--- src/vps_defs.svh ---
// register offsets, config fields, reset values and timing counts
`ifndef VPS_DEFS_SVH
`define VPS_DEFS_SVH

`define VPS_OFF_CFG     8'h00
`define VPS_OFF_DIV     8'h04
`define VPS_OFF_STAT    8'h08
`define VPS_RESP_OKAY   2'b00
`define VPS_RESP_SLVERR 2'b10

`define VPS_CFG_RST     32'h00800000
`define VPS_DIV_RST     32'h0004004e

`define VPS_CF_SLAVE    0
`define VPS_CF_FMT      2:1
`define VPS_CF_SLOT8    3
`define VPS_CF_L16      4
`define VPS_CF_COMP     5
`define VPS_CF_LE       6
`define VPS_CF_PAD      8:7
`define VPS_CF_ATT      11:9
`define VPS_CF_REL      13:12
`define VPS_CF_NLINK    15:14
`define VPS_CF_LSLOT0   16
`define VPS_CF_RATE     23:22
`define VPS_CF_SRC48    24
`define VPS_DV_HALF     15:0
`define VPS_DV_SLIM     23:16

`define VPS_AHZ         40000000
`define VPS_F128K       128000
`define VPS_F256K       256000
`define VPS_F512K       512000
`define VPS_FRAME_HZ    8000
`define VPS_HALF(f)     ((`VPS_AHZ) / (2 * (f)))
`define VPS_FLEN(f)     ((f) / `VPS_FRAME_HZ)
`define VPS_LONG_STROBE 8

`endif

--- src/voice_pcm_pkg.sv ---
// types shared by the voice serial port
`default_nettype none
package voice_pcm_pkg;
  typedef enum logic [1:0] {FMT_LONG = 2'd0, FMT_SHORT = 2'd1, FMT_ISDN = 2'd2} frame_fmt_e;
  typedef enum logic [1:0] {PAD_SIGN = 2'd0, PAD_ZERO = 2'd1, PAD_ATTEN = 2'd2} pad_e;
  typedef enum logic [1:0] {REL_NONE = 2'd0, REL_FALL = 2'd1, REL_RISE = 2'd2} rel_e;
  typedef enum logic [1:0] {ST_HUNT = 2'b01, ST_RUN = 2'b10} eng_st_e;
endpackage : voice_pcm_pkg
`default_nettype wire

--- src/pin_sync.sv ---
// two-flop synchroniser for pin inputs
`default_nettype none
module pin_sync #(
  parameter int W = 3
) (
  // clock and reset
  input  wire logic         aclk,
  input  wire logic         aresetn,
  // pins in, synced out
  input  wire logic [W-1:0] pin,
  output logic      [W-1:0] synced
);
  logic [W-1:0] meta_q;
  logic [W-1:0] sync_q;

  always_ff @(posedge aclk)
  begin
    if (!aresetn)
    begin
      meta_q <= '0;
      sync_q <= '0;
    end
    else
    begin
      meta_q <= pin;
      sync_q <= meta_q;
    end
  end

  assign synced = sync_q;
endmodule : pin_sync
`default_nettype wire

--- src/voice_axil_slave.sv ---
// axi4-lite register file of the voice serial port
`include "vps_defs.svh"
`default_nettype none
module voice_axil_slave (
  // clock and reset
  input  wire logic        aclk,
  input  wire logic        aresetn,
  // write channels
  input  wire logic        awvalid,
  output logic             awready,
  input  wire logic [7:0]  awaddr,
  input  wire logic        wvalid,
  output logic             wready,
  input  wire logic [31:0] wdata,
  input  wire logic [3:0]  wstrb,
  output logic             bvalid,
  input  wire logic        bready,
  output logic      [1:0]  bresp,
  // read channels
  input  wire logic        arvalid,
  output logic             arready,
  input  wire logic [7:0]  araddr,
  output logic             rvalid,
  input  wire logic        rready,
  output logic      [31:0] rdata,
  output logic      [1:0]  rresp,
  // register contents
  output logic      [31:0] cfg_word,
  output logic      [31:0] div_word,
  input  wire logic [31:0] stat_word
);
  logic        aw_q, aw_d, w_q, w_d, bv_q, bv_d, rv_q, rv_d;
  logic [7:0]  awa_q, awa_d;
  logic [31:0] wd_q, wd_d, rd_q, rd_d, cfg_q, cfg_d, div_q, div_d;
  logic [3:0]  ws_q, ws_d;
  logic [1:0]  br_q, br_d, rr_q, rr_d;

  function automatic logic [31:0] merge(input logic [31:0] o, input logic [31:0] n, input logic [3:0] s);
    for (int i = 0; i < 4; i++)
      merge[8*i +: 8] = s[i] ? n[8*i +: 8] : o[8*i +: 8];
  endfunction : merge

  assign awready = !aw_q && !bv_q;
  assign wready  = !w_q && !bv_q;
  assign arready = !rv_q;

  always_comb
  begin
    aw_d = aw_q; awa_d = awa_q; w_d = w_q; wd_d = wd_q; ws_d = ws_q;
    bv_d = bv_q; br_d = br_q; rv_d = rv_q; rd_d = rd_q; rr_d = rr_q;
    cfg_d = cfg_q; div_d = div_q;
    if (awvalid && awready)
    begin
      aw_d = 1'b1;
      awa_d = awaddr;
    end
    if (wvalid && wready)
    begin
      w_d = 1'b1;
      wd_d = wdata;
      ws_d = wstrb;
    end
    if (aw_q && w_q)
    begin
      aw_d = 1'b0;
      w_d = 1'b0;
      bv_d = 1'b1;
      br_d = `VPS_RESP_OKAY;
      case ({awa_q[7:2], 2'b00})
        `VPS_OFF_CFG: cfg_d = merge(cfg_q, wd_q, ws_q);
        `VPS_OFF_DIV: div_d = merge(div_q, wd_q, ws_q);
        `VPS_OFF_STAT: br_d = `VPS_RESP_OKAY;
        default: br_d = `VPS_RESP_SLVERR;
      endcase
    end
    if (bv_q && bready)
      bv_d = 1'b0;
    if (arvalid && arready)
    begin
      rv_d = 1'b1;
      rr_d = `VPS_RESP_OKAY;
      case ({araddr[7:2], 2'b00})
        `VPS_OFF_CFG: rd_d = cfg_q;
        `VPS_OFF_DIV: rd_d = div_q;
        `VPS_OFF_STAT: rd_d = stat_word;
        default:
        begin
          rd_d = 32'h00000000;
          rr_d = `VPS_RESP_SLVERR;
        end
      endcase
    end
    else if (rv_q && rready)
      rv_d = 1'b0;
  end

  always_ff @(posedge aclk)
  begin
    if (!aresetn)
    begin
      aw_q <= 1'b0; awa_q <= 8'h00; w_q <= 1'b0; wd_q <= 32'h0; ws_q <= 4'h0;
      bv_q <= 1'b0; br_q <= 2'b00; rv_q <= 1'b0; rd_q <= 32'h0; rr_q <= 2'b00;
      cfg_q <= `VPS_CFG_RST;
      div_q <= `VPS_DIV_RST;
    end
    else
    begin
      aw_q <= aw_d; awa_q <= awa_d; w_q <= w_d; wd_q <= wd_d; ws_q <= ws_d;
      bv_q <= bv_d; br_q <= br_d; rv_q <= rv_d; rd_q <= rd_d; rr_q <= rr_d;
      cfg_q <= cfg_d;
      div_q <= div_d;
    end
  end

  assign bvalid   = bv_q;
  assign bresp    = br_q;
  assign rvalid   = rv_q;
  assign rdata    = rd_q;
  assign rresp    = rr_q;
  assign cfg_word = cfg_q;
  assign div_word = div_q;
endmodule : voice_axil_slave
`default_nettype wire

--- src/voice_pcm_serial_port.sv ---
// voice serial port: strobe/clock engine, slot mapping and sample framing
// Contract
// - master drives clock and strobe, slave accepts
// - long format: strobe rise starts word
// - master long strobe lasts eight clocks
// - capture on falling, launch on rising edge
// - output released after last bit, selectable edge
// - short format: strobe fall, one clock
// - three links on any of slots 0-3
// - isdn mode carries two bearer channels
// - isdn frame starts on strobe rise, 8kHz
// - slots 8 or 16 clocks, 8-bit only short
// - 13/16-bit linear, mu-law, A-law formats
// - one sample per active slot per frame
// - bit order selectable little or big
// - 16-clock slots padded sign, zero or attenuation
// - master clock from fixed rates or divider
// - samples move to links directly in hardware
// - all options from one configuration word; the divider half period and frame length sit in the DIV register
// - reset config: slot0, 13-bit, long, master 256k
//
// The implementer's own choices: the placing of the registers and the AXI4-Lite register port.
`include "vps_defs.svh"
`default_nettype none
module voice_pcm_serial_port (
  // clock and reset
  input  wire logic              aclk,
  input  wire logic              aresetn,
  // axi4-lite
  input  wire logic              awvalid,
  output logic                   awready,
  input  wire logic [7:0]        awaddr,
  input  wire logic              wvalid,
  output logic                   wready,
  input  wire logic [31:0]       wdata,
  input  wire logic [3:0]        wstrb,
  output logic                   bvalid,
  input  wire logic              bready,
  output logic      [1:0]        bresp,
  input  wire logic              arvalid,
  output logic                   arready,
  input  wire logic [7:0]        araddr,
  output logic                   rvalid,
  input  wire logic              rready,
  output logic      [31:0]       rdata,
  output logic      [1:0]        rresp,
  // serial pins
  input  wire logic              bclk_in,
  output logic                   bclk_out,
  output logic                   bclk_oe,
  input  wire logic              strb_in,
  output logic                   strb_out,
  output logic                   strb_oe,
  input  wire logic              sdin,
  output logic                   sdout,
  output logic                   sdout_oe,
  // voice links
  input  wire logic [2:0][15:0]  link_tx_data,
  output logic      [2:0]        link_tx_taken,
  output logic      [2:0][15:0]  link_rx_data,
  output logic      [2:0]        link_rx_valid
);
  logic [31:0] cfg, dvc;
  logic [2:0]  sy;
  logic        master_m, isdn_m, slot8, le, clk_l, sync_l, din_l, rise_ev, fall_ev, start_ev, launch;
  voice_pcm_pkg::frame_fmt_e fmt;
  voice_pcm_pkg::rel_e       rel;
  voice_pcm_pkg::eng_st_e    st_q, st_d;
  logic [15:0] half, gdiv_q, gdiv_d, frm_q, frm_d;
  logic [10:0] flen, gpos_q, gpos_d;
  logic        gclk_q, gclk_d, gsync_q, gsync_d, clk_p_q, sync_p_q, armed_q, armed_d;
  logic [6:0]  pos_q, pos_d, pi_l, pi_f;
  logic [2:0]  own_l, own_f, en_mask, tk_q, tk_d, rxv_q, rxv_d;
  logic        dout_q, dout_d, oe_q, oe_d;
  logic [15:0] acc_q, acc_d, wl;
  logic [2:0][15:0] hold_q, hold_d, rxd_q, rxd_d;
  logic [3:0]  hcnt_q;

  voice_axil_slave u_regs (
    .aclk(aclk), .aresetn(aresetn),
    .awvalid(awvalid), .awready(awready), .awaddr(awaddr),
    .wvalid(wvalid), .wready(wready), .wdata(wdata), .wstrb(wstrb),
    .bvalid(bvalid), .bready(bready), .bresp(bresp),
    .arvalid(arvalid), .arready(arready), .araddr(araddr),
    .rvalid(rvalid), .rready(rready), .rdata(rdata), .rresp(rresp),
    .cfg_word(cfg), .div_word(dvc),
    .stat_word({frm_q, 8'h00, st_q == voice_pcm_pkg::ST_RUN, pos_q})
  );

  pin_sync #(.W(3)) u_sync (
    .aclk(aclk), .aresetn(aresetn),
    .pin({sdin, strb_in, bclk_in}), .synced(sy)
  );

  function automatic logic [15:0] rate_half(input logic [1:0] r);
    case (r)
      2'b10: rate_half = 16'(`VPS_HALF(`VPS_F256K));
      2'b11: rate_half = 16'(`VPS_HALF(`VPS_F512K));
      default: rate_half = 16'(`VPS_HALF(`VPS_F128K));
    endcase
  endfunction : rate_half

  function automatic logic [10:0] rate_flen(input logic [1:0] r);
    case (r)
      2'b10: rate_flen = 11'(`VPS_FLEN(`VPS_F256K));
      2'b11: rate_flen = 11'(`VPS_FLEN(`VPS_F512K));
      default: rate_flen = 11'(`VPS_FLEN(`VPS_F128K));
    endcase
  endfunction : rate_flen

  // position decode: {in range, slot, bit}
  function automatic logic [6:0] pinfo(input logic [6:0] p, input logic s8);
    if (s8)
      pinfo = {p[6:5] == 2'b00, p[4:3], 1'b0, p[2:0]};
    else
      pinfo = {!p[6], p[5:4], p[3:0]};
  endfunction : pinfo

  function automatic logic [2:0] links_on(input logic [31:0] c, input logic im);
    if (im)
      links_on = 3'b011;
    else
      case (c[`VPS_CF_NLINK])
        2'd0: links_on = 3'b001;
        2'd1: links_on = 3'b011;
        default: links_on = 3'b111;
      endcase
  endfunction : links_on

  // owner of a slot: {hit, link index}, lowest link wins
  function automatic logic [2:0] slot_owner(input logic [1:0] s, input logic [31:0] c, input logic im);
    logic [2:0] r;
    logic [2:0] en;
    logic [1:0] ls;
    r = 3'b000;
    en = links_on(c, im);
    for (int i = 2; i >= 0; i--)
    begin
      ls = im ? 2'(i) : c[`VPS_CF_LSLOT0 + 2*i +: 2];
      if (en[i] && ls == s)
        r = {1'b1, 2'(i)};
    end
    slot_owner = r;
  endfunction : slot_owner

  function automatic logic [15:0] build_word(input logic [15:0] s, input logic [31:0] c, input logic s8);
    voice_pcm_pkg::pad_e p;
    p = voice_pcm_pkg::pad_e'(c[`VPS_CF_PAD]);
    if (s8)
      build_word = {8'h00, s[7:0]};
    else if (c[`VPS_CF_COMP])
      case (p)
        voice_pcm_pkg::PAD_SIGN: build_word = {{8{s[7]}}, s[7:0]};
        voice_pcm_pkg::PAD_ZERO: build_word = {s[7:0], 8'h00};
        default: build_word = {s[7:0], 5'h00, c[`VPS_CF_ATT]};
      endcase
    else if (c[`VPS_CF_L16])
      build_word = s;
    else
      case (p)
        voice_pcm_pkg::PAD_SIGN: build_word = {{3{s[12]}}, s[12:0]};
        voice_pcm_pkg::PAD_ZERO: build_word = {s[12:0], 3'h0};
        default: build_word = {s[12:0], c[`VPS_CF_ATT]};
      endcase
  endfunction : build_word

  function automatic logic [15:0] split_word(input logic [15:0] w, input logic [31:0] c, input logic s8);
    logic sgn;
    sgn = c[`VPS_CF_PAD] == 2'd0;
    if (s8)
      split_word = {8'h00, w[7:0]};
    else if (c[`VPS_CF_COMP])
      split_word = sgn ? {8'h00, w[7:0]} : {8'h00, w[15:8]};
    else if (c[`VPS_CF_L16])
      split_word = w;
    else
      split_word = sgn ? {{3{w[12]}}, w[12:0]} : {{3{w[15]}}, w[15:3]};
  endfunction : split_word

  // serial index of a bit within the slot word
  function automatic logic [3:0] bit_idx(input logic [3:0] b, input logic s8, input logic l);
    bit_idx = l ? b : ((s8 ? 4'd7 : 4'd15) - b);
  endfunction : bit_idx

  assign master_m = !cfg[`VPS_CF_SLAVE];
  assign fmt      = voice_pcm_pkg::frame_fmt_e'(cfg[`VPS_CF_FMT]);
  assign rel      = voice_pcm_pkg::rel_e'(cfg[`VPS_CF_REL]);
  assign isdn_m   = fmt == voice_pcm_pkg::FMT_ISDN;
  // eight-clock slots only for isdn or when chosen
  assign slot8    = cfg[`VPS_CF_SLOT8] | isdn_m;
  assign le       = cfg[`VPS_CF_LE];
  assign en_mask  = links_on(cfg, isdn_m);
  assign half     = cfg[`VPS_CF_SRC48] ? dvc[`VPS_DV_HALF] : rate_half(cfg[`VPS_CF_RATE]);
  assign flen     = cfg[`VPS_CF_SRC48] ? {dvc[`VPS_DV_SLIM], 3'b000} : rate_flen(cfg[`VPS_CF_RATE]);

  // master clock and strobe generator
  always_comb
  begin
    gdiv_d = gdiv_q + 16'h1;
    gclk_d = gclk_q;
    gsync_d = gsync_q;
    gpos_d = gpos_q;
    if (!master_m)
    begin
      gdiv_d = 16'h0;
      gclk_d = 1'b0;
      gsync_d = 1'b0;
      gpos_d = 11'h7ff;
    end
    else if (gdiv_q + 16'h1 >= half)
    begin
      gdiv_d = 16'h0;
      gclk_d = !gclk_q;
      if (!gclk_q)
      begin
        gpos_d = (gpos_q >= flen - 11'h1) ? 11'h0 : gpos_q + 11'h1;
        // short strobe one clock before word
        if (fmt == voice_pcm_pkg::FMT_SHORT)
          gsync_d = gpos_d == flen - 11'h1;
        else
          gsync_d = gpos_d < 11'(`VPS_LONG_STROBE);
      end
    end
  end

  always_ff @(posedge aclk)
  begin
    if (!aresetn)
    begin
      gdiv_q <= 16'h0;
      gclk_q <= 1'b0;
      gsync_q <= 1'b0;
      gpos_q <= 11'h7ff;
    end
    else
    begin
      gdiv_q <= gdiv_d;
      gclk_q <= gclk_d;
      gsync_q <= gsync_d;
      gpos_q <= gpos_d;
    end
  end

  assign clk_l    = master_m ? gclk_q : sy[0];
  assign sync_l   = master_m ? gsync_q : sy[1];
  assign din_l    = sy[2];
  assign bclk_out = gclk_q;
  assign strb_out = gsync_q;
  assign bclk_oe  = master_m;
  assign strb_oe  = master_m;
  assign rise_ev  = clk_l && !clk_p_q;
  assign fall_ev  = !clk_l && clk_p_q;
  assign start_ev = (fmt == voice_pcm_pkg::FMT_SHORT) ? (!sync_l && sync_p_q) : (sync_l && !sync_p_q);

  // bit position engine
  always_comb
  begin
    st_d = st_q;
    pos_d = pos_q;
    frm_d = frm_q;
    armed_d = armed_q | fall_ev;
    launch = 1'b0;
    if (start_ev)
    begin
      st_d = voice_pcm_pkg::ST_RUN;
      pos_d = 7'h0;
      frm_d = frm_q + 16'h1;
      armed_d = 1'b0;
      launch = 1'b1;
    end
    else if (rise_ev && armed_q && st_q == voice_pcm_pkg::ST_RUN)
    begin
      pos_d = (&pos_q) ? pos_q : pos_q + 7'h1;
      armed_d = 1'b0;
      launch = 1'b1;
    end
  end

  // sample path between links and pins
  assign pi_l  = pinfo(pos_d, slot8);
  assign pi_f  = pinfo(pos_q, slot8);
  assign own_l = slot_owner(pi_l[5:4], cfg, isdn_m) & {3{pi_l[6]}};
  assign own_f = slot_owner(pi_f[5:4], cfg, isdn_m) & {3{pi_f[6]}};

  always_comb
  begin
    dout_d = dout_q;
    oe_d = oe_q;
    acc_d = acc_q;
    hold_d = hold_q;
    rxd_d = rxd_q;
    rxv_d = 3'b000;
    tk_d = 3'b000;
    wl = 16'h0;
    // one sample per link per frame
    if (start_ev)
    begin
      hold_d = link_tx_data;
      tk_d = en_mask;
    end
    if (launch)
    begin
      wl = build_word(hold_d[own_l[1:0]], cfg, slot8);
      if (own_l[2])
      begin
        dout_d = wl[bit_idx(pi_l[3:0], slot8, le)];
        oe_d = 1'b1;
      end
      else
        oe_d = rel == voice_pcm_pkg::REL_NONE;
    end
    if (fall_ev && st_q == voice_pcm_pkg::ST_RUN && own_f[2])
    begin
      acc_d[bit_idx(pi_f[3:0], slot8, le)] = din_l;
      if (pi_f[3:0] == (slot8 ? 4'd7 : 4'd15))
      begin
        rxd_d[own_f[1:0]] = split_word(acc_d, cfg, slot8);
        rxv_d[own_f[1:0]] = 1'b1;
        // release on falling edge of last bit
        if (rel == voice_pcm_pkg::REL_FALL)
          oe_d = 1'b0;
      end
    end
  end

  always_ff @(posedge aclk)
  begin
    if (!aresetn)
    begin
      st_q <= voice_pcm_pkg::ST_HUNT;
      pos_q <= 7'h7f;
      frm_q <= 16'h0;
      armed_q <= 1'b0;
      clk_p_q <= 1'b0;
      sync_p_q <= 1'b0;
      dout_q <= 1'b0;
      oe_q <= 1'b0;
      acc_q <= 16'h0;
      hold_q <= '0;
      rxd_q <= '0;
      rxv_q <= 3'b000;
      tk_q <= 3'b000;
    end
    else
    begin
      st_q <= st_d;
      pos_q <= pos_d;
      frm_q <= frm_d;
      armed_q <= armed_d;
      clk_p_q <= clk_l;
      sync_p_q <= sync_l;
      dout_q <= dout_d;
      oe_q <= oe_d;
      acc_q <= acc_d;
      hold_q <= hold_d;
      rxd_q <= rxd_d;
      rxv_q <= rxv_d;
      tk_q <= tk_d;
    end
  end

  assign sdout         = dout_q;
  assign sdout_oe      = oe_q;
  assign link_rx_data  = rxd_q;
  assign link_rx_valid = rxv_q;
  assign link_tx_taken = tk_q;

  // strobe width helper
  always_ff @(posedge aclk)
  begin
    if (!aresetn)
      hcnt_q <= 4'h0;
    else if (master_m && rise_ev && gsync_q)
      hcnt_q <= sync_p_q ? hcnt_q + 4'h1 : 4'h1;
  end
endmodule : voice_pcm_serial_port
`default_nettype wire

--- config.mk ---
export PLATFORM = sky130hd
export DESIGN_NAME = voice_pcm_serial_port
export DESIGN_NICKNAME = d
export VERILOG_FILES = /design/src/voice_pcm_pkg.sv /design/src/pin_sync.sv /design/src/voice_axil_slave.sv /design/src/voice_pcm_serial_port.sv
export VERILOG_INCLUDE_DIRS = /design/src /design/src/src
export SDC_FILE = /design/constraint.sdc
export NUM_CORES = 1
export LEC_CHECK = 0
export BUFFER_PORTS_ARGS = -buffer_cell sky130_fd_sc_hd__buf_2
export CAP_MARGIN = 20
export CORE_UTILIZATION = 50
export CTS_CLUSTER_SIZE = 10
export DETAILED_ROUTE_END_ITERATION = 8
export GPL_TIMING_DRIVEN = 0
export HOLD_SLACK_MARGIN = 0.1
export PLACE_DENSITY = 0.71
export REMOVE_ABC_BUFFERS = 1
export SLEW_MARGIN = 20
export SYNTH_ARGS = -nofsm -noshare
export SYNTH_HDL_FRONTEND = slang
export SYNTH_SLANG_ARGS = --single-unit
--- constraint.sdc ---
create_clock -name aclk -period 9.8 [get_ports aclk]
set_input_delay 1.96 -clock aclk [delete_from_list [all_inputs] [get_ports aclk]]
set_output_delay 1.96 -clock aclk [all_outputs]
set_load 0.05 [all_outputs]
==> summary.txt, run 1 <==
Status
  • Run status: finished clean

Clocking
  • CTS tree: done
  • Clk Latency, worst-skew pair: 520 ps
  • Clock Tree Buf Depth: 3
  • Post-cts gate resize count: 0
  • CTS Hold Bufs: 0
  • Reg clk slew, reported paths: about 60 ps
  • Clk sinks: roughly 330
  • # Post-CTS Setup Buffers: 0
  • Clock root cell: clkbuf_16
  • CTS Buf Count: 39
  • H-tree Lvls: 2

Worst setup path
  • Critical Path AT: 6050 ps
  • Setup CP Type: reg2reg
  • Reg-to-reg slack, setup: 4170 ps
  • CP endpoint kind: flop
  • RR Startpoint: u_regs.cfg_word[0]
  • Crit path capture: sdout
  • Worst R2R End: sdout
  • Worst path required time: ~10000 ps
  • Critical path launch point: u_regs.cfg_word[0]
  • Crit Path Max Fanout: 17
  • Critical path startpoint category: flop
  • Reg2Reg Depth: 14

Global route
  • Grt total ovfl: 0
  • Met3 usage in global routing: 0.0342
  • First-pass GRT wire length: 69.1 mm
  • Largest net degree at the start of global routing: 163
  • Initial antenna violation count: 0
  • Met2 usage: 0.412
  • GRT Total Usage: 0.253
  • M1 GR Usage: 0.347
  • Busiest layer in global routing: met2
  • Number of global-route vias before repair: 13543

Timing
  • Max Freq: approximately 0.18 GHz
  • Final worst slack: 4170 ps
  • Setup TNS: 0 ps
  • Setup violators final: 0
  • Final clock skew: around 8.3 ps
  • Clock period minus worst slack: 5630 ps
  • Final Cycle Share: 0.575
  • Fin Hold WS: 436 ps
  • Slew Viols, Final: 0
  • Worst Tran Pin Value: 1050 ps
  • Slew HR: 0.296
  • Setup repair after global routing missed its margin: no
  • Hold Vio Cnt, Final: 0

Yosys
  • Synth Flop Type: dfxtp_1
  • Yosys reg bits: 327
  • Cells after Synth: 1955
  • Post-synth ARST share: 0
  • Post-synth EDFFs: 0
  • Syn avg cell area: ~8.4 um^2
  • Distinct cell type count after synthesis: 74
  • Cell Area, Synth: about 16000 um^2
  • Register area share after synthesis: 0.400
  • Yosys synthesis warning count: 0

Floorplanning
  • Die area: 33500 um^2
  • FP Rows: 65
  • Initial core utilization: 0.513
  • Core Area: around 32000 um^2
  • DIE HEIGHT: 183 um
  • Die X: 183 um
  • I/O pin cnt: 211

Drt
  • Drt pass-1 iters: 5
  • Total wire length: 43.3 mm
  • Initial DRC Count: about 1200
  • Antenna Nets Post-Route: 0
  • Residual DRC: 0
  • Vias per inst: 5.70
  • DR vias: 14373
  • Drt wl/cell: 17.2 um

Finish
  • Antenna cells: 0
  • Util after Layout: 0.587
  • Fin area: 18700 um^2
  • Non-filler instance count after layout: 2523
  • Layout cells sized above 1: 0.144
  • Area growth syn-to-layout: 14.4%
  • Fillcell total: 2917
  • Nets@finish: 2216

Power
  • Net Sw Frac: 0.227
  • VDD IR-drop max: 0.000117 V
  • Comb power frac: 0.048
  • NetSw: 628 uW
  • Sequential Power Share: 0.494
  • Pwr Total: about 2.8 mW
  • Power per cell area: 148 nW/um^2
  • Cell leakage power: between 8 and 9 nW
  • Power share of the clock group: 0.458
  • Int Power: around 2.1 mW

Place
  • RePlAce Congestion: 0.926
  • IO Port Bufs: 204
  • DP Worst Slack: 4240 ps
  • Post-DP Area: 17700 um^2
  • Dpl hpwl: around 30 mm
  • Placed Cells incl. Taps: approximately 2500

Worst hold path
  • Worst Hold Class: reg2reg

Flow run
  • MaxCap Viol Count: 0
critical path: stages, from the launching register on:
cell and delay, ps:
dfxtp_1 500, mux2i_1 310, or3_1 620, or4_4 590
o2111a_1 220, xor2_1 190, nor4b_4 880, nor4b_1 740
a32oi_1 140, a21bo_2 250, mux2_2 150, nor3_1 40
o41ai_1 490, o211ai_1 170, a41o_1 220
cell families after synthesis:
| logic type | count (synthesis) | share of synthesized area |
|---|---|---|
| fa+ha+maj | 29 | 0.0222 |
| mux | 140 | 0.0872 |
| other cells | 1 | 0.000229 |
| simple gates | 854 | 0.255 |
| compound gates | 387 | 0.166 |
| buf+inv | 155 | 0.0364 |
| flops | 327 | 0.400 |
| xor+xnor | 62 | 0.0332 |
layout make-up:
cell class | count | area (um^2) | share of cell area
repair buffers | 216 | 1190 | 0.0637
multi-input cells | 1474 | 9300 | 0.497
well taps | 435 | 544 | 0.0291
flip-flops and latches | 327 | 6550 | 0.350
clock buffers | 49 | 1040 | 0.0557
clock inverters | 3 | 26.3 | 0.00140
inverters | 19 | 71.3 | 0.00381
layout by cell type, fill, tap and decap left out, types with 12 or more instances in the layout:
cell type | Yosys | layout
o211a_1 | 14 | 14
a211oi_1 | 12 | 12
o21ai_0 | 78 | 78
and2_1 | 41 | 40
a21boi_0 | 107 | 107
dfxtp_1 | 327 | 327
nand2_1 | 346 | 344
nand3_1 | 125 | 125
nor2_1 | 79 | 76
a21oi_1 | 35 | 34
clkbuf_16 | 0 | 39
nor3_1 | 24 | 22
a22oi_1 | 38 | 38
nand4_1 | 14 | 14
buf_2 | 2 | 203
xnor2_1 | 37 | 37
a21o_1 | 13 | 13
mux2i_1 | 129 | 129
ha_1 | 29 | 29
o22ai_1 | 12 | 12
inv_1 | 19 | 19
nand2b_1 | 14 | 14
nor2b_1 | 123 | 121
and3_1 | 34 | 34
xor2_1 | 25 | 25
power groups by stage:
stage | combinational, mW | clock, mW | sequential, mW
after global placement | 0.132 | 0 | 1.39
after floorplan | 0.0624 | 0 | 1.39
after detailed placement | 0.132 | 0 | 1.39
final | 0.132 | 1.27 | 1.37
after CTS | 0.132 | 1.29 | 1.37
after global routing | 0.145 | 1.34 | 1.37
cells in the mapped netlist, types with 19 or more instances:
master / count / area (um^2)
inv_1: 19 / 71.3
dfxtp_1: 327 / 6550
ha_1: 29 / 363
and2_1: 41 / 257
o21ai_0: 78 / 390
xnor2_1: 37 / 324
a22oi_1: 38 / 285
a21boi_0: 107 / 803
nor2_1: 79 / 297
a21oi_1: 35 / 175
and3_1: 34 / 213
nand2_1: 346 / 1300
nor2b_1: 123 / 769
mux2i_1: 129 / 1290
clkbuf_1: 122 / 458
nand3_1: 125 / 626
xor2_1: 25 / 219
nor3_1: 24 / 120
state kept, by name (all words and copies together) (netlist names), 2 cells and up:
signal / cells
gdiv_q: 16
acc_q: 16
frm_q: 16
u_sync.synced: 3
u_regs.cfg_word: 32
u_regs.wd_q: 32
link_rx_data: 48
link_tx_taken: 3
u_regs.rdata: 32
pos_q: 7
gpos_q: 11
st_q: 2
u_regs.div_word: 32
u_sync.meta_q: 3
u_regs.ws_q: 4
hold_q: 48
link_rx_valid: 3
u_regs.awa_q: 6
routing by layer:
metal,share of wire,wire length (um)
met2,0.46,19900
met1,0.46,20000
met5,0,0
met3,0.056,2440
met4,0.022,968
how the worst min path moves through the flow:
stage	startpoint	endpoint	slack, ps	cells past startpoint
final	u_sync.meta_q[2]	u_sync.synced[2]	440	1
after global routing	u_sync.meta_q[2]	u_sync.synced[2]	440	1
after CTS	u_sync.meta_q[2]	u_sync.synced[2]	440	1
after detailed placement	u_sync.meta_q[2]	u_sync.synced[2]	420	1
after global placement	u_sync.meta_q[2]	u_sync.synced[2]	420	1
after floorplan	u_sync.meta_q[0]	u_sync.synced[0]	410	1
Power figures use the tool's default switching activity.
==> run 2, diff against run 1 <==
--- a/config.mk
+++ b/config.mk
@@ -6,6 +6,7 @@
 export SDC_FILE = /design/constraint.sdc
 export NUM_CORES = 1
 export LEC_CHECK = 0
+export ABC_AREA = 1
 export BUFFER_PORTS_ARGS = -buffer_cell sky130_fd_sc_hd__buf_2
 export CAP_MARGIN = 20
 export CORE_UTILIZATION = 50
==> constraint.sdc (replaced) <==
create_clock -name aclk -period 5.27 [get_ports aclk]
set_input_delay 1.054 -clock aclk [delete_from_list [all_inputs] [get_ports aclk]]
set_output_delay 1.054 -clock aclk [all_outputs]
set_load 0.05 [all_outputs]
==> run 2 against run 1 <==
  * Synthesized cell count is 7.9% higher
  * First-iteration DRC count is 20% lower
  * Non-clock buffer count is 7 lower
  * Setup slack worse by 3700 ps
  * Design area is 5.1% lower
  * Utilization is 0.59 points higher
  * Global-route usage is 1.1 points higher
  * Die area is 5.7% lower
  * Maximum frequency is 17% higher
  * Worst hold slack worse by 23 ps
  * Sequential power is 86% higher
  * Highest routed layer unchanged
==> summary.txt, run 2 <==
Global route
  • Met2 usage: 0.456 (+0.0437)
  • GRT Total Usage: 0.264 (+0.0112)
  • First-pass GRT wire length: 67.3 mm (-2.7%)
  • Number of global-route vias before repair: 13401 (-1.0%)
  • Busiest layer in global routing: met2
  • Largest net degree at the start of global routing: 95 (-42%)
  • M1 GR Usage: 0.335 (-0.0126)
  • Grt total ovfl: 0 (unchanged)
  • Met3 usage in global routing: 0.0398 (+0.00569)
  • Initial antenna violation count: 0 (unchanged)

Worst setup path
  • Worst path bufs/invs: 1 (+1)
  • Crit-path max cell delay: 590 ps (-290 ps)
  • Critical Path, Cell by Cell: inv_1 -> nand2_1 -> nor2_1 -> a21oi_1 -> nand2_1 -> nor2_1 -> nand3_1 -> nor2_1 -> xor2_1 -> ha_1 -> a21oi_1 -> o21ai_0 -> a21oi_1 -> nand3_1 -> nor3b_1 -> xor2_1 -> nand4_1 -> nor4_1 -> nand2_1 -> a221oi_1
  • CP max stage cell: dfxtp_2
  • CP delay by family, top: simple AND/OR/NAND/NOR gates
  • Critical path startpoint category: flop
  • Worst path required time: 5690 ps (-4530 ps)
  • Crit Path Max Fanout: 20 (+3)
  • Critical Path AT: 5220 ps (-830 ps)
  • Setup CP Type: reg2reg
  • CP endpoint kind: flop

Finish
  • Commonest non-fill, non-tap cells in the layout: nand2_1, dfxtp_1, nor2_1, inv_1, buf_2
  • Fillcell total: 2903 (-0.48%)
  • Util after Layout: 0.593 (+0.00586)
  • Nets@finish: 2403 (+8.4%)
  • Layout cells sized above 1: 0.142 (-0.00199)
  • Most common cell after layout, fill and taps aside: nand2_1
  • Antenna cells: 0 (unchanged)
  • Area growth syn-to-layout: 15.2%

Timing
  • Final worst slack: 471 ps (-3700 ps)
  • Setup TNS: 0 ps (unchanged)
  • Setup repair after global routing missed its margin: no
  • Fin Hold WS: 413 ps (-22.9 ps)
  • Setup violators final: 0 (unchanged)
  • Final clock skew: 12.3 ps (+3.99 ps)
  • Hold Vio Cnt, Final: 0 (unchanged)
  • Slew Viols, Final: 0 (unchanged)
  • Worst Tran Pin Value: 937 ps (-112 ps)
  • Slew HR: 0.373 (+0.0774)
  • Clock period minus worst slack: 4800 ps (-834 ps)
  • Max Freq: 0.208 GHz (+17%)
  • Final Cycle Share: 0.911 (+0.336)

Floorplanning
  • I/O pin cnt: 211 (unchanged)
  • DIE HEIGHT: 178 um (-2.9%)
  • Initial core utilization: 0.515 (+0.00140)
  • Die X: 178 um (-2.9%)
  • Core Area: 30000 um^2 (-6.0%)
  • Die area: 31500 um^2 (-5.7%)
  • FP Rows: 63 (-3.1%)

Status
  • Run status: finished clean

Yosys
  • Register area share after synthesis: 0.425 (+0.0246)
  • Distinct cell type count after synthesis: 53 (-28%)
  • Post-synth EDFFs: 0 (unchanged)
  • Cells after Synth: 2109 (+7.9%)
  • Commonest cells post-synth: nand2_1, dfxtp_1, nor2_1
  • Yosys synthesis warning count: 0 (unchanged)
  • Yosys reg bits: 327 (unchanged)
  • Synth Flop Type: dfxtp_1
  • Syn avg cell area: 7.31 um^2 (-13%)
  • Post-synth ARST share: 0 (unchanged)
  • Top-count cell post-synth: nand2_1
  • Cell Area, Synth: 15400 um^2 (-5.8%)
  • Synth area leader: dfxtp_1
  • Synth area leaders: dfxtp_1, nand2_1, nor2_1
  • Post-synth top area share: 0.425 (+0.0246)

Drt
  • Total wire length: 42.2 mm (-2.7%)
  • Drt pass-1 iters: 5 (unchanged)
  • Initial DRC Count: 952 (-20%)
  • Residual DRC: 0 (unchanged)
  • DR vias: 14407 (+0.24%)
  • Antenna Nets Post-Route: 0 (unchanged)
  • Drt wl/cell: 15.8 um (-7.8%)
  • Vias per inst: 5.41 (-5.0%)

Clocking
  • CTS Hold Bufs: 0 (unchanged)
  • Clock Tree Buf Depth: 3 (unchanged)
  • Clk Latency, worst-skew pair: 520 ps (about the same)
  • H-tree Lvls: 2 (unchanged)
  • CTS tree: done
  • Reg clk slew, reported paths: 50 ps (about the same)
  • Clock root cell: clkbuf_16
  • CTS Buf Count: 39 (unchanged)
  • # Post-CTS Setup Buffers: 0 (unchanged)
  • Post-cts gate resize count: 0 (unchanged)
  • Clk sinks: 327 (unchanged)

Place
  • Dpl hpwl: 29.9 mm (-0.20%)
  • DP Worst Slack: 243 ps (-4000 ps)
  • IO Port Bufs: 204 (unchanged)
  • RePlAce Congestion: 0.919 (-0.74%)

Power
  • Pwr Total: 5.26 mW (+90%)
  • Power per cell area: 296 nW/um^2 (+100%)
  • Cell leakage power: 8.11 nW (+0.59%)
  • VDD IR-drop max: 0.000190 V (+63%)

Worst hold path
  • Worst Hold Class: reg2reg

Flow run
  • MaxCap Viol Count: 0 (unchanged)
run 2: kinds of logic (layout without fill, tap and decap cells):
logic type      count (synthesis)  after routing  synth area share
other cells                     1              2          0.000243
flops                         327            327             0.425
simple gates                  897            897             0.255
fa+ha+maj                      29             29            0.0235
buf+inv                       323            485            0.0834
compound gates                465            465             0.173
mux                            32             32            0.0208
xor+xnor                       35             35            0.0199
run 2: through the flow:
| step | instances | instance area [um^2] |
|---|---|---|
| 2_1_floorplan | 2014 | 15000 |
| 3_3_place_gp | 2608 | 16500 |
| 3_5_place_dp | 2613 | 16700 |
| 4_1_cts | 2662 | 17800 |
| 5_1_grt | 2662 | 17800 |
| 6_report | 2662 | 17800 |
run 2: worst reg2reg max path: stages, from the launching register on:
cell	delay, ps
dfxtp_2	590
inv_1	280
nand2_1	260
nor2_1	100
a21oi_1	320
nand2_1	90
nor2_1	180
nand3_1	140
nor2_1	140
xor2_1	350
ha_1	340
a21oi_1	160
o21ai_0	100
a21oi_1	120
nand3_1	250
nor3b_1	450
xor2_1	180
nand4_1	100
nor4_1	180
nand2_1	110
a221oi_1	270
run 2: worst paths after layout:
kind	startpoint	end	slack, ps	cells past startpoint
max	u_regs.cfg_word[24]	strb_out	470	20
min	u_sync.meta_q[2]	u_sync.synced[2]	410	2
max reg2reg	u_regs.cfg_word[24]	strb_out	470	20
min reg2reg	u_sync.meta_q[2]	u_sync.synced[2]	410	2
run 2: metal layers:
metal | vias to the layer above | routed length (um)
li1 | 7287 | -
met1 | 6642 | 18600
met2 | 396 | 20000
met3 | 82 | 2270
met4 | 0 | 1320
met5 | - | 0
run 2: area by class of cell:
cell class,count,area (um^2),share of cell area
clock buffer,48,1070,0.0604
clock inverter,1,30.0,0.00169
inverter,227,866,0.0487
multi-input combinational,1460,7630,0.429
sequential,327,6550,0.369
tap,390,488,0.0275
timing repair buffer,209,1130,0.0638
run 2: where the power goes:
part / internal, mW / switching [mW]
Sequential: 2.52 / 0.0348
Clock: 1.45 / 0.970
Combinational: 0.0876 / 0.192
Total: 4.06 / 1.20
==> run 3, diff against run 2 <==
--- a/config.mk
+++ b/config.mk
@@ -9,12 +9,11 @@
 export ABC_AREA = 1
 export BUFFER_PORTS_ARGS = -buffer_cell sky130_fd_sc_hd__buf_2
 export CAP_MARGIN = 20
-export CORE_UTILIZATION = 50
+export CORE_UTILIZATION = 40
 export CTS_CLUSTER_SIZE = 10
 export DETAILED_ROUTE_END_ITERATION = 8
 export GPL_TIMING_DRIVEN = 0
 export HOLD_SLACK_MARGIN = 0.1
-export PLACE_DENSITY = 0.71
 export REMOVE_ABC_BUFFERS = 1
 export SLEW_MARGIN = 20
 export SYNTH_ARGS = -nofsm -noshare
==> constraint.sdc (replaced) <==
create_clock -name aclk -period 5.27 [get_ports aclk]
set_input_delay 0.2635 -clock aclk [delete_from_list [all_inputs] [get_ports aclk]]
set_output_delay 0.2635 -clock aclk [all_outputs]
set_load 0.05 [all_outputs]
==> run 3 against run 2 <==
  * Via count grew 1.1%
  * Clock skew grew 8.1 ps
  * Non-clock buffer count grew 95
  * Global-route usage shrank 3.5 points
  * First-iteration DRC count shrank 9.2%
  * Sequential power is essentially flat
  * Critical endpoint unchanged
==> summary.txt, run 3 (synthesis results as in run 2) <==
Worst hold path
  • WHS Endpoint: u_regs.awa_q[2]
  • Worst Hold Class: in2reg
  • Hold path startpoint: awvalid
  • Hold path depth: 3 (+1)

Timing
  • Slew HR: 0.346 (-0.0269)
  • Fin Hold WS: 139 ps (-275 ps)
  • Worst Tran Pin Value: 977 ps (+39.9 ps)
  • Final Cycle Share: 0.922 (+0.0119)
  • Max Freq: 0.206 GHz (-1.3%)
  • Slew Viols, Final: 0 (unchanged)
  • Clock period minus worst slack: 4860 ps (+62.6 ps)
  • Final clock skew: 20.4 ps (+8.06 ps)
  • Setup violators final: 0 (unchanged)
  • Hold Vio Cnt, Final: 0 (unchanged)

Worst setup path
  • Critical path startpoint category: flop
  • Worst R2R End: strb_out
  • Reg-to-reg slack, setup: 410 ps (-60 ps)
  • RR Startpoint: u_regs.cfg_word[24]
  • Critical Path AT: 5290 ps (+70 ps)
  • Worst path required time: 5700 ps (about the same)
  • Crit Path Max Fanout: 20 (unchanged)
  • CP endpoint kind: flop
  • Reg2Reg Depth: 20 (unchanged)
  • Setup CP Type: reg2reg

Power
  • Cell leakage power: 8.51 nW (+4.8%)
  • Pwr Total: 5.28 mW (+0.43%)
  • Power per cell area: 280 nW/um^2 (-5.4%)
  • VDD IR-drop max: 0.000182 V (-4.3%)

Global route
  • Grt total ovfl: 0 (unchanged)
  • Largest net degree at the start of global routing: 100 (+5.3%)
  • First-pass GRT wire length: 71.4 mm (+6.0%)
  • GRT Total Usage: 0.229 (-0.0353)
  • Initial antenna violation count: 0 (unchanged)
  • Number of global-route vias before repair: 13880 (+3.6%)

Floorplanning
  • DIE HEIGHT: 198 um (+12%)
  • I/O pin cnt: 211 (unchanged)
  • Initial core utilization: 0.408 (-0.106)
  • FP Rows: 71 (+13%)
  • Core Area: 37800 um^2 (+26%)
  • Die area: 39300 um^2 (+25%)
  • Die X: 198 um (+12%)

Drt
  • DR vias: 14570 (+1.1%)
  • Antenna Nets Post-Route: 0 (unchanged)
  • Drt pass-1 iters: 5 (unchanged)
  • Vias per inst: 5.06 (-6.4%)
  • Total wire length: 45.1 mm (+6.9%)
  • Drt wl/cell: 15.7 um (-1.1%)
  • Initial DRC Count: 864 (-9.2%)
  • Residual DRC: 0 (unchanged)

Clocking
  • H-tree Lvls: 2 (unchanged)
  • # Post-CTS Setup Buffers: 0 (unchanged)
  • Clk Latency, worst-skew pair: 550 ps (+30 ps)
  • CTS Buf Count: 39 (unchanged)
  • CTS tree: done
  • Clock Tree Buf Depth: 3 (unchanged)
  • Clock root cell: clkbuf_16
  • Reg clk slew, reported paths: 50 ps (about the same)
  • Clk sinks: 327 (unchanged)

Finish
  • Area growth syn-to-layout: 22.3%
  • Nets@finish: 2498 (+4.0%)
  • Antenna cells: 0 (unchanged)
  • Area of the multi-input gates: 7630 um^2 (unchanged)
  • Layout cells sized above 1: 0.137 (-0.00523)
  • Most common cell after layout, fill and taps aside: nand2_1
  • Util after Layout: 0.499 (-0.0938)
  • FF+latch area: 6550 um^2 (unchanged)
  • Commonest non-fill, non-tap cells in the layout: nand2_1, dfxtp_1, nor2_1, inv_1, buf_2
  • Fillcell total: 3772 (+30%)

Place
  • Dpl hpwl: 31.3 mm (+4.5%)
  • IO Port Bufs: 204 (unchanged)
  • RePlAce Congestion: 0.893 (-2.9%)

Flow run
  • MaxCap Viol Count: 0 (unchanged)

Status
  • Run status: finished clean
run 3: cell type report:
cell class | count | share of cell area
clock inverters | 2 | 0.000531
clock buffers | 46 | 0.0565
multi-input cells | 1460 | 0.405
repair buffers | 304 | 0.111
flip-flops and latches | 327 | 0.347
well taps | 511 | 0.0339
inverters | 227 | 0.0459
run 3: worst max-delay path by stage:
stage / from / to / slack [ps] / cells past startpoint
5_1_grt: u_regs.cfg_word[24] / strb_out / -2 / 20
3_5_place_dp: u_regs.cfg_word[24] / strb_out / 110 / 20
3_3_place_gp: aresetn / gdiv_q[10] / -1370 / 5
4_1_cts: u_regs.cfg_word[24] / strb_out / 70 / 20
6_report: u_regs.cfg_word[24] / strb_out / 410 / 20
2_1_floorplan: strb_out / sdout / 1350 / 16
run 3: what timing repair did:
item,CTS,global route
endpoints found under the setup margin,0,1
hold endpoints to repair,95,0
gates resized for setup,0,1
hold buffers,95,0
run 3: critical path: stages (launching register included):
cell	delay, ps
dfxtp_2	590
inv_1	280
nand2_1	270
nor2_1	110
a21oi_1	360
nand2_1	110
nor2_1	180
nand3_1	130
nor2_1	150
xor2_1	290
ha_1	320
a21oi_1	180
o21ai_0	100
a21oi_1	140
nand3_1	230
nor3b_1	450
xor2_1	180
nand4_1	100
nor4_1	190
nand2_1	110
a221oi_1	290
run 3: power breakdown:
group	internal, mW	switching, mW	leakage (nW)
Clock	1.40	0.989	0.531
Sequential	2.52	0.0335	2.65
Combinational	0.133	0.204	5.33
Total	4.05	1.23	8.51
run 3: metal layers:
layer | up-vias | GRT usage | wire [um]
met2 | 328 | 0.406 | 21900
met4 | 0 | 0.0738 | 1160
met1 | 6688 | 0.280 | 20000
met3 | 71 | 0.0388 | 2010
met5 | - | 0 | 0
li1 | 7483 | - | -
run 3: metrics by stage:
step                      worst slack [ps]  TNS, ps  instances  area, um^2
after CTS                             69.6        0       2877       18800
after global placement               -1370   -29550       2729       16700
after detailed placement               107        0       2734       16800
after global routing                 -1.83    -1.83       2877       18900
final                                  408        0       2877       18900
after floorplan                       1350        0       2014       15000
